[src/ctm_defines.vh]
`ifndef CTM_DEFINES_VH
`define CTM_DEFINES_VH
// register word byte addresses on the avalon slave
`define CTM_OFS_CTRL0   4'h0
`define CTM_OFS_CTRL1   4'h4
`define CTM_OFS_CNT     4'h8
`define CTM_OFS_CMPA    4'hc
// word index (address bits 3:2)
`define CTM_IDX_CTRL0   2'h0
`define CTM_IDX_CTRL1   2'h1
`define CTM_IDX_CNT     2'h2
`define CTM_IDX_CMPA    2'h3
// control zero: counter_on and clock divider select
`define CTM_C0_ON       3
`define CTM_C0_DIV_LSB  4
`define CTM_C0_DIV_MSB  6
// control one field positions
`define CTM_C1_MODE_MSB 7
`define CTM_C1_MODE_LSB 6
`define CTM_C1_PIN_MSB  5
`define CTM_C1_PIN_LSB  4
`define CTM_C1_INIT     3
`define CTM_C1_INV      2
`define CTM_C1_SWAP     1
`define CTM_C1_CLRSEL   0
// control one bits 8..15 hold compare_p_value, bits 16/17 the match flags
`define CTM_C1_P_LSB    8
`define CTM_C1_P_MSB    15
`define CTM_C1_FA       16
`define CTM_C1_FP       17
// mode codes
`define CTM_MODE_CMP    2'h0
`define CTM_MODE_PWM    2'h2
`define CTM_MODE_TMR    2'h3
// pin action codes
`define CTM_PIN_NONE    2'h0
`define CTM_PIN_LOW     2'h1
`define CTM_PIN_HIGH    2'h2
`define CTM_PIN_TOG     2'h3
// reset values and counter maximum
`define CTM_RST_CTRL    8'h00
`define CTM_RST_CMPA    16'h0000
`define CTM_RST_CMPP    8'h00
`define CTM_CNT_MAX     16'hffff
`endif

[src/ctm_clk_div.v]
`timescale 1ns/1ps
`default_nettype none
// timer clock enable: divide by 2**sel (sel 0 = every cycle)
module ctm_clk_div (
  input  wire       clock_i,  // system clock
  input  wire       rst_i,    // synchronous reset
  input  wire [2:0] sel_i,    // divider select
  output reg        tick_o    // one-cycle timer clock enable
);
  reg [6:0] div_r;  // free running prescaler
  // prescaler counts every system clock
  always @(posedge clock_i) begin
    if (rst_i) begin
      div_r <= 7'h00;
    end else begin
      div_r <= div_r + 7'h01;
    end
  end
  // pulse when all low bits selected are ones
  always @(posedge clock_i) begin
    if (rst_i) begin
      tick_o <= 1'b0;
    end else begin
      tick_o <= (sel_i == 3'h0) ? 1'b1 :
        ((div_r | ~((7'h01 << sel_i) - 7'h01)) == 7'h7f);
    end
  end
endmodule // ctm_clk_div
`default_nettype wire

[src/ctm_timer.v]
// Design decisions made here: the Avalon-MM slave port and the register offsets.
`timescale 1ns/1ps
`default_nettype none
`include "ctm_defines.vh"
module ctm_timer (
  input  wire        clock_i,        // system clock, 10 mhz
  input  wire        rst_i,          // synchronous reset, active high
  input  wire [3:0]  avs_address_i,  // byte address
  input  wire        avs_read_i,     // read strobe
  input  wire        avs_write_i,    // write strobe
  input  wire [31:0] avs_writedata_i,// write data
  input  wire [3:0]  avs_byteenable_i,// byte lanes
  output reg  [31:0] avs_readdata_o, // read data
  output reg         avs_waitrequest_o,// stall
  output reg         timer_pin_o,    // timer output pin level
  output reg         timer_pin_oe_o, // high while the pin is driven
  output reg         match_a_flag_o, // comparator a flag
  output reg         match_p_flag_o  // comparator p flag
);
  // configuration registers, all written from the bus; the counter itself
  // is read only and changes only by counting, clearing or a restart
  reg        counter_on_r;         // counter enable
  reg [2:0]  clk_sel_r;            // timer clock divider select
  reg [7:0]  ctrl1_r;              // timer_control_one
  reg [15:0] compare_a_value_r;    // 16-bit comparator a value
  reg [7:0]  compare_p_value_r;    // 8-bit comparator p value
  reg [15:0] count_r;              // 16-bit counter
  reg        on_dly_r;             // counter_on delayed for edge
  reg        cmp_lvl_r;            // compare mode pin level
  reg        bus_done_r;           // access answered last cycle
  wire       tick;                 // timer clock enable
  wire [1:0] mode = ctrl1_r[`CTM_C1_MODE_MSB:`CTM_C1_MODE_LSB];
  wire [1:0] pin_act = ctrl1_r[`CTM_C1_PIN_MSB:`CTM_C1_PIN_LSB];
  wire       init_lvl = ctrl1_r[`CTM_C1_INIT];
  wire       inv = ctrl1_r[`CTM_C1_INV];
  wire       swap = ctrl1_r[`CTM_C1_SWAP];
  wire       clrsel = ctrl1_r[`CTM_C1_CLRSEL];
  wire       on_rise = counter_on_r & ~on_dly_r;
  wire       is_pwm = (mode == `CTM_MODE_PWM);
  // bus_done_r masks the cycle after an answer, so a request that is still
  // held while waitrequest is low is not taken a second time
  wire       req = (avs_read_i | avs_write_i) & ~bus_done_r;
  wire       wr = avs_write_i & ~bus_done_r;
  wire [1:0] idx = avs_address_i[3:2];

  // merge one byte lane of write data into a stored byte
  function [7:0] lane;
    input [7:0] old;
    input [7:0] nw;
    input       en;
    begin
      lane = en ? nw : old;
    end
  endfunction

  // true on the last count before a limit, so that a clear there makes
  // the period equal to the limit; a zero limit wraps to ffff
  function last_count;
    input [15:0] cnt;
    input [15:0] lim;
    begin
      last_count = (cnt == lim - 16'h0001);
    end
  endfunction

  // timer clock: one-cycle enable from the prescaler, every clock at sel 0
  ctm_clk_div u_div (
    .clock_i (clock_i),
    .rst_i   (rst_i),
    .sel_i   (clk_sel_r),
    .tick_o  (tick)
  );

  // match conditions on the value the counter holds now
  wire p_zero = (compare_p_value_r == 8'h00);
  wire a_zero = (compare_a_value_r == 16'h0000);
  wire at_max = (count_r == `CTM_CNT_MAX);
  // p comparator sees only the upper byte, so matches step by 256; the
  // hit is taken on the last count below p*256, which makes the period
  // exactly p*256 ticks, and p at zero wraps the limit to ffff
  wire p_hit = last_count(count_r, {compare_p_value_r, 8'h00});
  wire a_hit = ~a_zero & (count_r == compare_a_value_r);
  // pwm with swap: a sets the period, so its hit is also one count early
  wire a_end = last_count(count_r, compare_a_value_r);
  // duty length in ticks, seventeen bits so that 65536 fits
  wire [16:0] duty = swap ? (p_zero ? 17'h10000 :
    {1'b0, compare_p_value_r, 8'h00}) : {1'b0, compare_a_value_r};
  // active phase while the count is below the duty length; a duty at or
  // above the period is never left, which gives 100 percent
  wire pwm_on = ({1'b0, count_r} < duty);
  reg  clr_now;  // counter clears at this tick
  reg  flag_a;   // a flag event this tick
  reg  flag_p;   // p flag event this tick

  // clear source and flag selection per mode
  // the counter clears on the tick after the matching count, so a clear on
  // an end count gives a period equal to the limit
  always @* begin
    clr_now = 1'b0;
    flag_a = 1'b0;
    flag_p = 1'b0;
    if (is_pwm) begin
      // clear select ignored; swap picks period register
      flag_a = swap ? a_end : a_hit;
      flag_p = p_hit;
      clr_now = swap ? a_end : p_hit;
    end else if (clrsel) begin
      // only a clears, p silent; a zero runs to ffff
      flag_a = a_hit;
      clr_now = a_hit | at_max;
    end else begin
      // p clears or overflow, both flags
      flag_a = a_hit;
      flag_p = p_hit;
      clr_now = p_hit;
    end
  end

  // counter: zero on enable rise, hold when off, count on tick
  // a restart wins over a tick in the same cycle, so the first count after
  // counter_on rises is always zero
  always @(posedge clock_i) begin
    if (rst_i) begin
      count_r <= 16'h0000;
    end else if (on_rise) begin
      count_r <= 16'h0000;
    end else if (counter_on_r & tick) begin
      count_r <= clr_now ? 16'h0000 : count_r + 16'h0001;
    end
  end

  // sticky flags, set wins over software clear
  // a hit in the same cycle as a write-one-to-clear keeps the flag set, so
  // software never loses an event that lands during its clear
  always @(posedge clock_i) begin
    if (rst_i) begin
      match_a_flag_o <= 1'b0;
      match_p_flag_o <= 1'b0;
    end else begin
      if (counter_on_r & tick & ~on_rise & flag_a) begin
        match_a_flag_o <= 1'b1;
      end else if (wr & idx == `CTM_IDX_CTRL1 & avs_byteenable_i[2]
                   & avs_writedata_i[`CTM_C1_FA]) begin
        match_a_flag_o <= 1'b0; // write one to clear
      end
      if (counter_on_r & tick & ~on_rise & flag_p) begin
        match_p_flag_o <= 1'b1;
      end else if (wr & idx == `CTM_IDX_CTRL1 & avs_byteenable_i[2]
                   & avs_writedata_i[`CTM_C1_FP]) begin
        match_p_flag_o <= 1'b0;
      end
    end
  end

  // compare mode pin level
  // loaded on restart, then moved only by an a match; codes that ask for
  // the level the pin already has leave it as it is
  always @(posedge clock_i) begin
    if (rst_i) begin
      cmp_lvl_r <= 1'b0;
    end else if (on_rise) begin
      cmp_lvl_r <= init_lvl;
    end else if (counter_on_r & tick) begin
      // only an a match moves the pin
      if (flag_a & mode == `CTM_MODE_CMP) begin
        case (pin_act)
          `CTM_PIN_LOW:  cmp_lvl_r <= 1'b0;
          `CTM_PIN_HIGH: cmp_lvl_r <= 1'b1;
          `CTM_PIN_TOG:  cmp_lvl_r <= ~cmp_lvl_r;
          default:       cmp_lvl_r <= cmp_lvl_r;
        endcase
      end
    end
  end

  reg pin_nxt;  // next pin level
  // pwm: init bit gives the active level, invert flips the final pin;
  // the forced codes still let the counter and flags run
  // output pin per mode, polarity and invert
  always @* begin
    pin_nxt = 1'b0;
    case (mode)
      `CTM_MODE_CMP: pin_nxt = cmp_lvl_r ^ inv;
      `CTM_MODE_PWM: begin
        // forced codes leave counting alone
        case (pin_act)
          `CTM_PIN_NONE: pin_nxt = ~init_lvl;
          `CTM_PIN_LOW:  pin_nxt = init_lvl;
          `CTM_PIN_HIGH: pin_nxt = pwm_on ? init_lvl : ~init_lvl;
          default:       pin_nxt = ~init_lvl;
        endcase
        pin_nxt = pin_nxt ^ inv;
      end
      default: pin_nxt = 1'b0; // timer mode pin unused
    endcase
  end

  // pin register and enable
  // timer mode releases the pin: oe low lets it serve other functions
  always @(posedge clock_i) begin
    if (rst_i) begin
      timer_pin_o <= 1'b0;
      timer_pin_oe_o <= 1'b0;
    end else begin
      timer_pin_o <= pin_nxt;
      timer_pin_oe_o <= (mode == `CTM_MODE_CMP) | is_pwm;
    end
  end

  // register writes
  // byte lanes: lane 0 holds the control bits, lane 1 the p value, lane 2
  // the flag clears handled in the flag process; unused lanes are ignored
  // mode and pin action should only change while the counter is stopped;
  // the block does not lock them, so a change mid-period takes effect now
  always @(posedge clock_i) begin
    if (rst_i) begin
      counter_on_r <= 1'b0;
      clk_sel_r <= 3'h0;
      ctrl1_r <= `CTM_RST_CTRL;
      compare_a_value_r <= `CTM_RST_CMPA;
      compare_p_value_r <= `CTM_RST_CMPP;
    end else if (wr) begin
      case (idx)
        `CTM_IDX_CTRL0: begin
          if (avs_byteenable_i[0]) begin
            counter_on_r <= avs_writedata_i[`CTM_C0_ON];
            clk_sel_r <= avs_writedata_i[`CTM_C0_DIV_MSB:`CTM_C0_DIV_LSB];
          end
        end
        `CTM_IDX_CTRL1: begin
          ctrl1_r <= lane(ctrl1_r, avs_writedata_i[7:0],
                          avs_byteenable_i[0]);
          compare_p_value_r <= lane(compare_p_value_r,
                                    avs_writedata_i[15:8],
                                    avs_byteenable_i[1]);
        end
        `CTM_IDX_CMPA: begin
          compare_a_value_r[7:0] <= lane(compare_a_value_r[7:0],
                                         avs_writedata_i[7:0],
                                         avs_byteenable_i[0]);
          compare_a_value_r[15:8] <= lane(compare_a_value_r[15:8],
                                          avs_writedata_i[15:8],
                                          avs_byteenable_i[1]);
        end
        default: begin
          counter_on_r <= counter_on_r; // counter read only
        end
      endcase
    end
  end

  // edge detect history
  // counter_on is a register on this clock, so no synchroniser is needed
  always @(posedge clock_i) begin
    if (rst_i) begin
      on_dly_r <= 1'b0;
    end else begin
      on_dly_r <= counter_on_r;
    end
  end

  // avalon answer: waitrequest low one cycle after the request appears
  // reads return the value at the edge the request is taken; the master
  // picks it up one edge later while waitrequest is low
  always @(posedge clock_i) begin
    if (rst_i) begin
      avs_waitrequest_o <= 1'b1;
      bus_done_r <= 1'b0;
      avs_readdata_o <= 32'h00000000;
    end else begin
      avs_waitrequest_o <= ~req;
      bus_done_r <= req;
      if (avs_read_i & ~bus_done_r) begin
        case (idx)
          `CTM_IDX_CTRL0: avs_readdata_o <=
            {25'h0000000, clk_sel_r, counter_on_r, 3'h0};
          `CTM_IDX_CTRL1: avs_readdata_o <=
            {14'h0000, match_p_flag_o, match_a_flag_o,
             compare_p_value_r, ctrl1_r};
          `CTM_IDX_CNT:  avs_readdata_o <= {16'h0000, count_r};
          default:       avs_readdata_o <= {16'h0000, compare_a_value_r};
        endcase
      end
    end
  end
endmodule // ctm_timer
`default_nettype wire

[config.mk]
export PLATFORM = sky130hd
export DESIGN_NAME = ctm_timer
export DESIGN_NICKNAME = d
export VERILOG_FILES = /design/src/ctm_clk_div.v /design/src/ctm_timer.v
export VERILOG_INCLUDE_DIRS = /design/src
export SDC_FILE = /design/constraint.sdc
export NUM_CORES = 1
export LEC_CHECK = 0
export BUFFER_PORTS_ARGS = -buffer_cell sky130_fd_sc_hd__buf_2
export CORE_UTILIZATION = 52
export DETAILED_ROUTE_END_ITERATION = 7
export GPL_TIMING_DRIVEN = 0
export MAX_ROUTING_LAYER = met4
export PLACE_DENSITY = 0.77
export SYNTH_ARGS = -nofsm -noshare
export SYNTH_HDL_FRONTEND = slang
export SYNTH_SLANG_ARGS = --single-unit
[constraint.sdc]
create_clock -name clock_i -period 2.8 [get_ports clock_i]
set_input_delay 0.14 -clock clock_i [delete_from_list [all_inputs] [get_ports clock_i]]
set_output_delay 0.14 -clock clock_i [all_outputs]
set_load 0.005 [all_outputs]
==> results.txt <==
The run finished, with violations left. The checks that failed: negative setup slack. The worst endpoint data arrival time came out at 3.37 ns. The total congestion overflow was 0. The combined buffer and inverter count along the critical path was 1; the maximum resistive drop on vdd was 0.319 mV. The final net count is 783. Setup repair after global routing could not meet its margin everywhere. The final setup slack of the worst path is -0.274 ns. On the worst path, the slowest cell contributes a delay of 0.53 ns. From bottom edge to top edge, the die measures 103 µm. The run gives 0.345 as the relative slew slack. The clock edge transition at the registers on the reported setup and hold paths is 0.09 ns. TritonCTS built the clock tree.

The count of fill cells added during filler insertion is 862, and the final period demand of the worst path is 3.07 ns. Slew of the pin with the lowest slew margin: 0.980 ns. On the critical path, the stage with the largest delay is an instance of sky130_fd_sc_hd__or4_4.

The type of the worst setup path is flip-flop to flip-flop. The critical path runs through a total of 9 cells. The logs give 0.324 for the register area share after synthesis and 0 for the number of nets still failing antenna checks after routing. The clock passes through at most 2 buffers. The worst hold path belongs to the class input port to flip-flop.

The first detailed-routing pass ran for 5 iterations. The cell count after synthesis came out at 636. In this run the static leakage power is 2.55 nW. The total inserted antenna cells came out at 0. The area growth from synthesis to layout is 18.0%. CTS placed an instance of sky130_fd_sc_hd__clkbuf_8 at the clock tree root. Total routing resource utilization after global routing: 0.297. For the total vias in the final route, the log shows 4945. The worst register-to-register path begins at compare_a_value_r[3]$_SDFFE_PP0P_.

In this run the standard cell core region covers 0.00982 mm². For the worst setup path, the data required time is 3.09 ns. The tools report the post-synthesis instance area as 0.00531 mm².

Library cell occupying the most area in the post-synthesis netlist: sky130_fd_sc_hd__dfxtp_1. The share of final-layout standard cells stronger than drive strength 1 is 0.218, and the area fraction of the dominant cell type after synthesis is 0.324. The kind of cell with the highest combined delay along the critical path is simple AND/OR/NAND/NOR gates. The signal on the critical path passes through or4_4 -> or4_4 -> or3_1 -> xnor2_1 -> nor4_2 -> a222oi_1 -> buf_4 -> or3b_1 -> a21oi_1. The logs give 4507 for the number of global-route vias before repair and 0.0177 ns for the worst clock skew.

The total of flip-flops plus latches after synthesis was 86; the power per cell area was 415 mW/mm². The tools report the sum of negative setup slack as -4.09 ns. Among all cell types in the netlist, the one instantiated most often is sky130_fd_sc_hd__nor2_1. The number of antenna violations at the first check in global routing is 0. Max-cap violations in this run came to 0. The standard-cell row count was 36; the floorplan die area was 0.0106 mm².

81 I/O pins were placed. Summed over all nets, the half-perimeter wirelength after detailed placement is 11.1 mm. Final period utilization: 1.10. In this design, the critical path's most frequently occurring cell is sky130_fd_sc_hd__or4_4. The logs give 9 for the total clock buffers created by CTS and 23.1 mm for the first-pass GRT wire length. Number of hold-slack violations in the final timing report: 0.

For this block, the routed nets add up to 15.1 mm of wire. Destination of the worst hold path: bus_done_r$_SDFF_PP0_. The number of stages on the worst hold path came out at 2. The post-route DRC violation count is 0. Max-slew violation count: 0. Async set-or-reset flop fraction in the synthesized netlist: 0. Clock latency on the worst-skew pair: 0.37 ns. Counting every sink on the clock net gives 86.

The width of the chip came out at 103 µm. At the end of routability-driven placement, the weighted congestion stood at 0.909. The synthesized design contains 0 enable-type register cells.

The most used flip-flop cell after synthesis is sky130_fd_sc_hd__dfxtp_1. Of all nets on the critical path, the largest fanout is 5. After the first detailed-routing iteration, the DRC count stood at 299. The Yosys step of the flow raised 0 warnings. Tightest hold margin: 0.0185 ns.

The starting density of the core is 0.541. The worst setup path is launched from a flip-flop. In this run the worst setup path begins at compare_a_value_r[3]$_SDFFE_PP0P_.

The tools report the setup violation total in the final timing report as 18. The per-instance average area after synthesis is 8.35 µm². After synthesis, the most frequently instantiated cells are sky130_fd_sc_hd__nor2_1 (90), sky130_fd_sc_hd__dfxtp_1 (86), sky130_fd_sc_hd__nand2_1 (47), sky130_fd_sc_hd__mux2i_1 (46), sky130_fd_sc_hd__clkbuf_1 (38). The number of buffer cells added on primary ports came out at 46. STA classifies the critical path endpoint as a flip-flop.

Maximum number of pins on one net before global-route repair: 17. Sorting the synthesized cells by area gives the leading types as sky130_fd_sc_hd__dfxtp_1 (32%), sky130_fd_sc_hd__mux2i_1 (8.7%), sky130_fd_sc_hd__nor2_1 (6.4%), sky130_fd_sc_hd__ha_1 (5.4%), sky130_fd_sc_hd__xnor2_1 (4.8%). Counting cells, the worst reg-to-reg path comes to 9. The number of H-tree levels is 3, and the detailed-route vias per instance is 5.79. The slack of the worst reg-to-reg path is -0.27 ns. Origin of the worst min-delay path: avs_write_i.

For this run, the top clock speed supported by timing is 325 MHz. The final routed wire length divided by cell count was 17.7 µm; the count of distinct cell types in the synthesized netlist was 58. In this run the critical register-to-register path is captured at count_r[0]$_SDFFE_PP0P_.
## cells in the final DEF, fill, tap and decap left out, types with 4 or more instances in the layout
cell type                  instances
sky130_fd_sc_hd__nand4_1          11
sky130_fd_sc_hd__nand3_1          19
sky130_fd_sc_hd__buf_2            46
sky130_fd_sc_hd__clkbuf_1         32
sky130_fd_sc_hd__mux2i_1          46
sky130_fd_sc_hd__mux4_2            4
sky130_fd_sc_hd__nor2b_1           9
sky130_fd_sc_hd__dfxtp_1          72
sky130_fd_sc_hd__mux2_2           14
sky130_fd_sc_hd__o21ai_0          11
sky130_fd_sc_hd__dfxtp_4           7
sky130_fd_sc_hd__nor3_1           22
sky130_fd_sc_hd__buf_4            28
sky130_fd_sc_hd__nor2_1           87
sky130_fd_sc_hd__a21oi_1          23
sky130_fd_sc_hd__or3_1             7
sky130_fd_sc_hd__conb_1           14
sky130_fd_sc_hd__nor4b_1           4
sky130_fd_sc_hd__a221oi_1         12
sky130_fd_sc_hd__xor2_1           19
sky130_fd_sc_hd__ha_1             22
sky130_fd_sc_hd__dfxtp_2           7
sky130_fd_sc_hd__nand2_1          45
sky130_fd_sc_hd__and2_1            4
sky130_fd_sc_hd__nand2b_1          7
sky130_fd_sc_hd__clkbuf_8          9
sky130_fd_sc_hd__xnor2_1          29
sky130_fd_sc_hd__inv_1            14
sky130_fd_sc_hd__a21o_1            6
sky130_fd_sc_hd__buf_6             7
sky130_fd_sc_hd__buf_1             4
sky130_fd_sc_hd__or4_4             5
sky130_fd_sc_hd__and3_1            8
## registers in the layout (all words and copies together) (netlist names)
name and count:
count_r 16, compare_p_value_r 8, on_dly_r 1, bus_done_r 1, match_p_flag_o 1, counter_on_r 1, u_div.div_r 7, u_div.tick_o 1
timer_pin_o 1, compare_a_value_r 16, timer_pin_oe_o 1, match_a_flag_o 1, avs_waitrequest_o 1, avs_readdata_o 18, ctrl1_r 8, clk_sel_r 3
cmp_lvl_r 1
## worst reg2reg max path: stages, from the launching register on
cell and delay, ns:
sky130_fd_sc_hd__dfxtp_4 0.36, sky130_fd_sc_hd__or4_4 0.53, sky130_fd_sc_hd__or4_4 0.48, sky130_fd_sc_hd__or3_1 0.38
sky130_fd_sc_hd__xnor2_1 0.18, sky130_fd_sc_hd__nor4_2 0.08, sky130_fd_sc_hd__a222oi_1 0.34, sky130_fd_sc_hd__buf_4 0.20
sky130_fd_sc_hd__or3b_1 0.34, sky130_fd_sc_hd__a21oi_1 0.12
## worst max path at each step
stage | endpoint
final | count_r[0]$_SDFFE_PP0P_
after global routing | count_r[0]$_SDFFE_PP0P_
after CTS | count_r[0]$_SDFFE_PP0P_
after detailed placement | count_r[13]$_SDFFE_PP0P_
after global placement | count_r[13]$_SDFFE_PP0P_
after floorplan | count_r[0]$_SDFFE_PP0P_
## cell families (layout without fill, tap and decap cells)
logic type,after synthesis,in the layout,synth area share
simple gates,256,256,0.236
flops,86,86,0.324
fa+ha+maj,23,23,0.0542
xor+xnor,48,48,0.0791
compound gates,82,82,0.105
other cells,1,14,0.000706
buf+inv,76,148,0.0674
mux,64,64,0.133
## per-stage QoR
stage                     instance area (µm²)   util  total power, mW  std cells  worst slack [ns]
final                                    6270  0.638             2.60        854            -0.274
after global routing                     6270  0.638             2.69        854            -0.397
after global placement                   5770  0.588             1.63        828            -0.665
after detailed placement                 5770  0.588             1.64        828            -0.689
after floorplan                          5380      -             1.53        649            -0.251
after CTS                                6140  0.625             2.59        846            -0.312
## layout make-up
type | instances | area [µm²] | area share
Multi-Input combinational cell | 487 | 3430 | 0.547
Clock buffer | 9 | 124 | 0.0198
Timing Repair Buffer | 65 | 392 | 0.0625
Buffer | 52 | 263 | 0.0419
Tap cell | 133 | 166 | 0.0266
Inverter | 15 | 58.8 | 0.00938
Sequential cell | 86 | 1760 | 0.280
Clock inverter | 7 | 80.1 | 0.0128
## power by group
part           internal, mW  switching, mW  total (mW)  leakage (nW)
sequential             1.25         0.0299        1.28         0.707
combinational         0.172          0.209       0.381          1.74
clock                 0.426          0.518       0.943         0.102
total                  1.85          0.757        2.60          2.55
## timing repair
action | in CTS | in global routing
hold buffers | 0 | 0
cloned | 1 | 0
setup endpoints to repair | 20 | 19
gates resized for setup | 37 | 24
buffers inserted | 9 | 9
pin swaps | 16 | 10
## layer usage
| metal | vias to the layer above | track usage | wire [µm] |
|---|---|---|---|
| met3 | 18 | 0.0495 | 786 |
| met4 | 0 | 0.0683 | 168 |
| met2 | 162 | 0.506 | 7610 |
| met1 | 2387 | 0.369 | 6550 |
| met5 | - | - | 0 |
| li1 | 2378 | - | - |
Power figures use the tool's default switching activity.
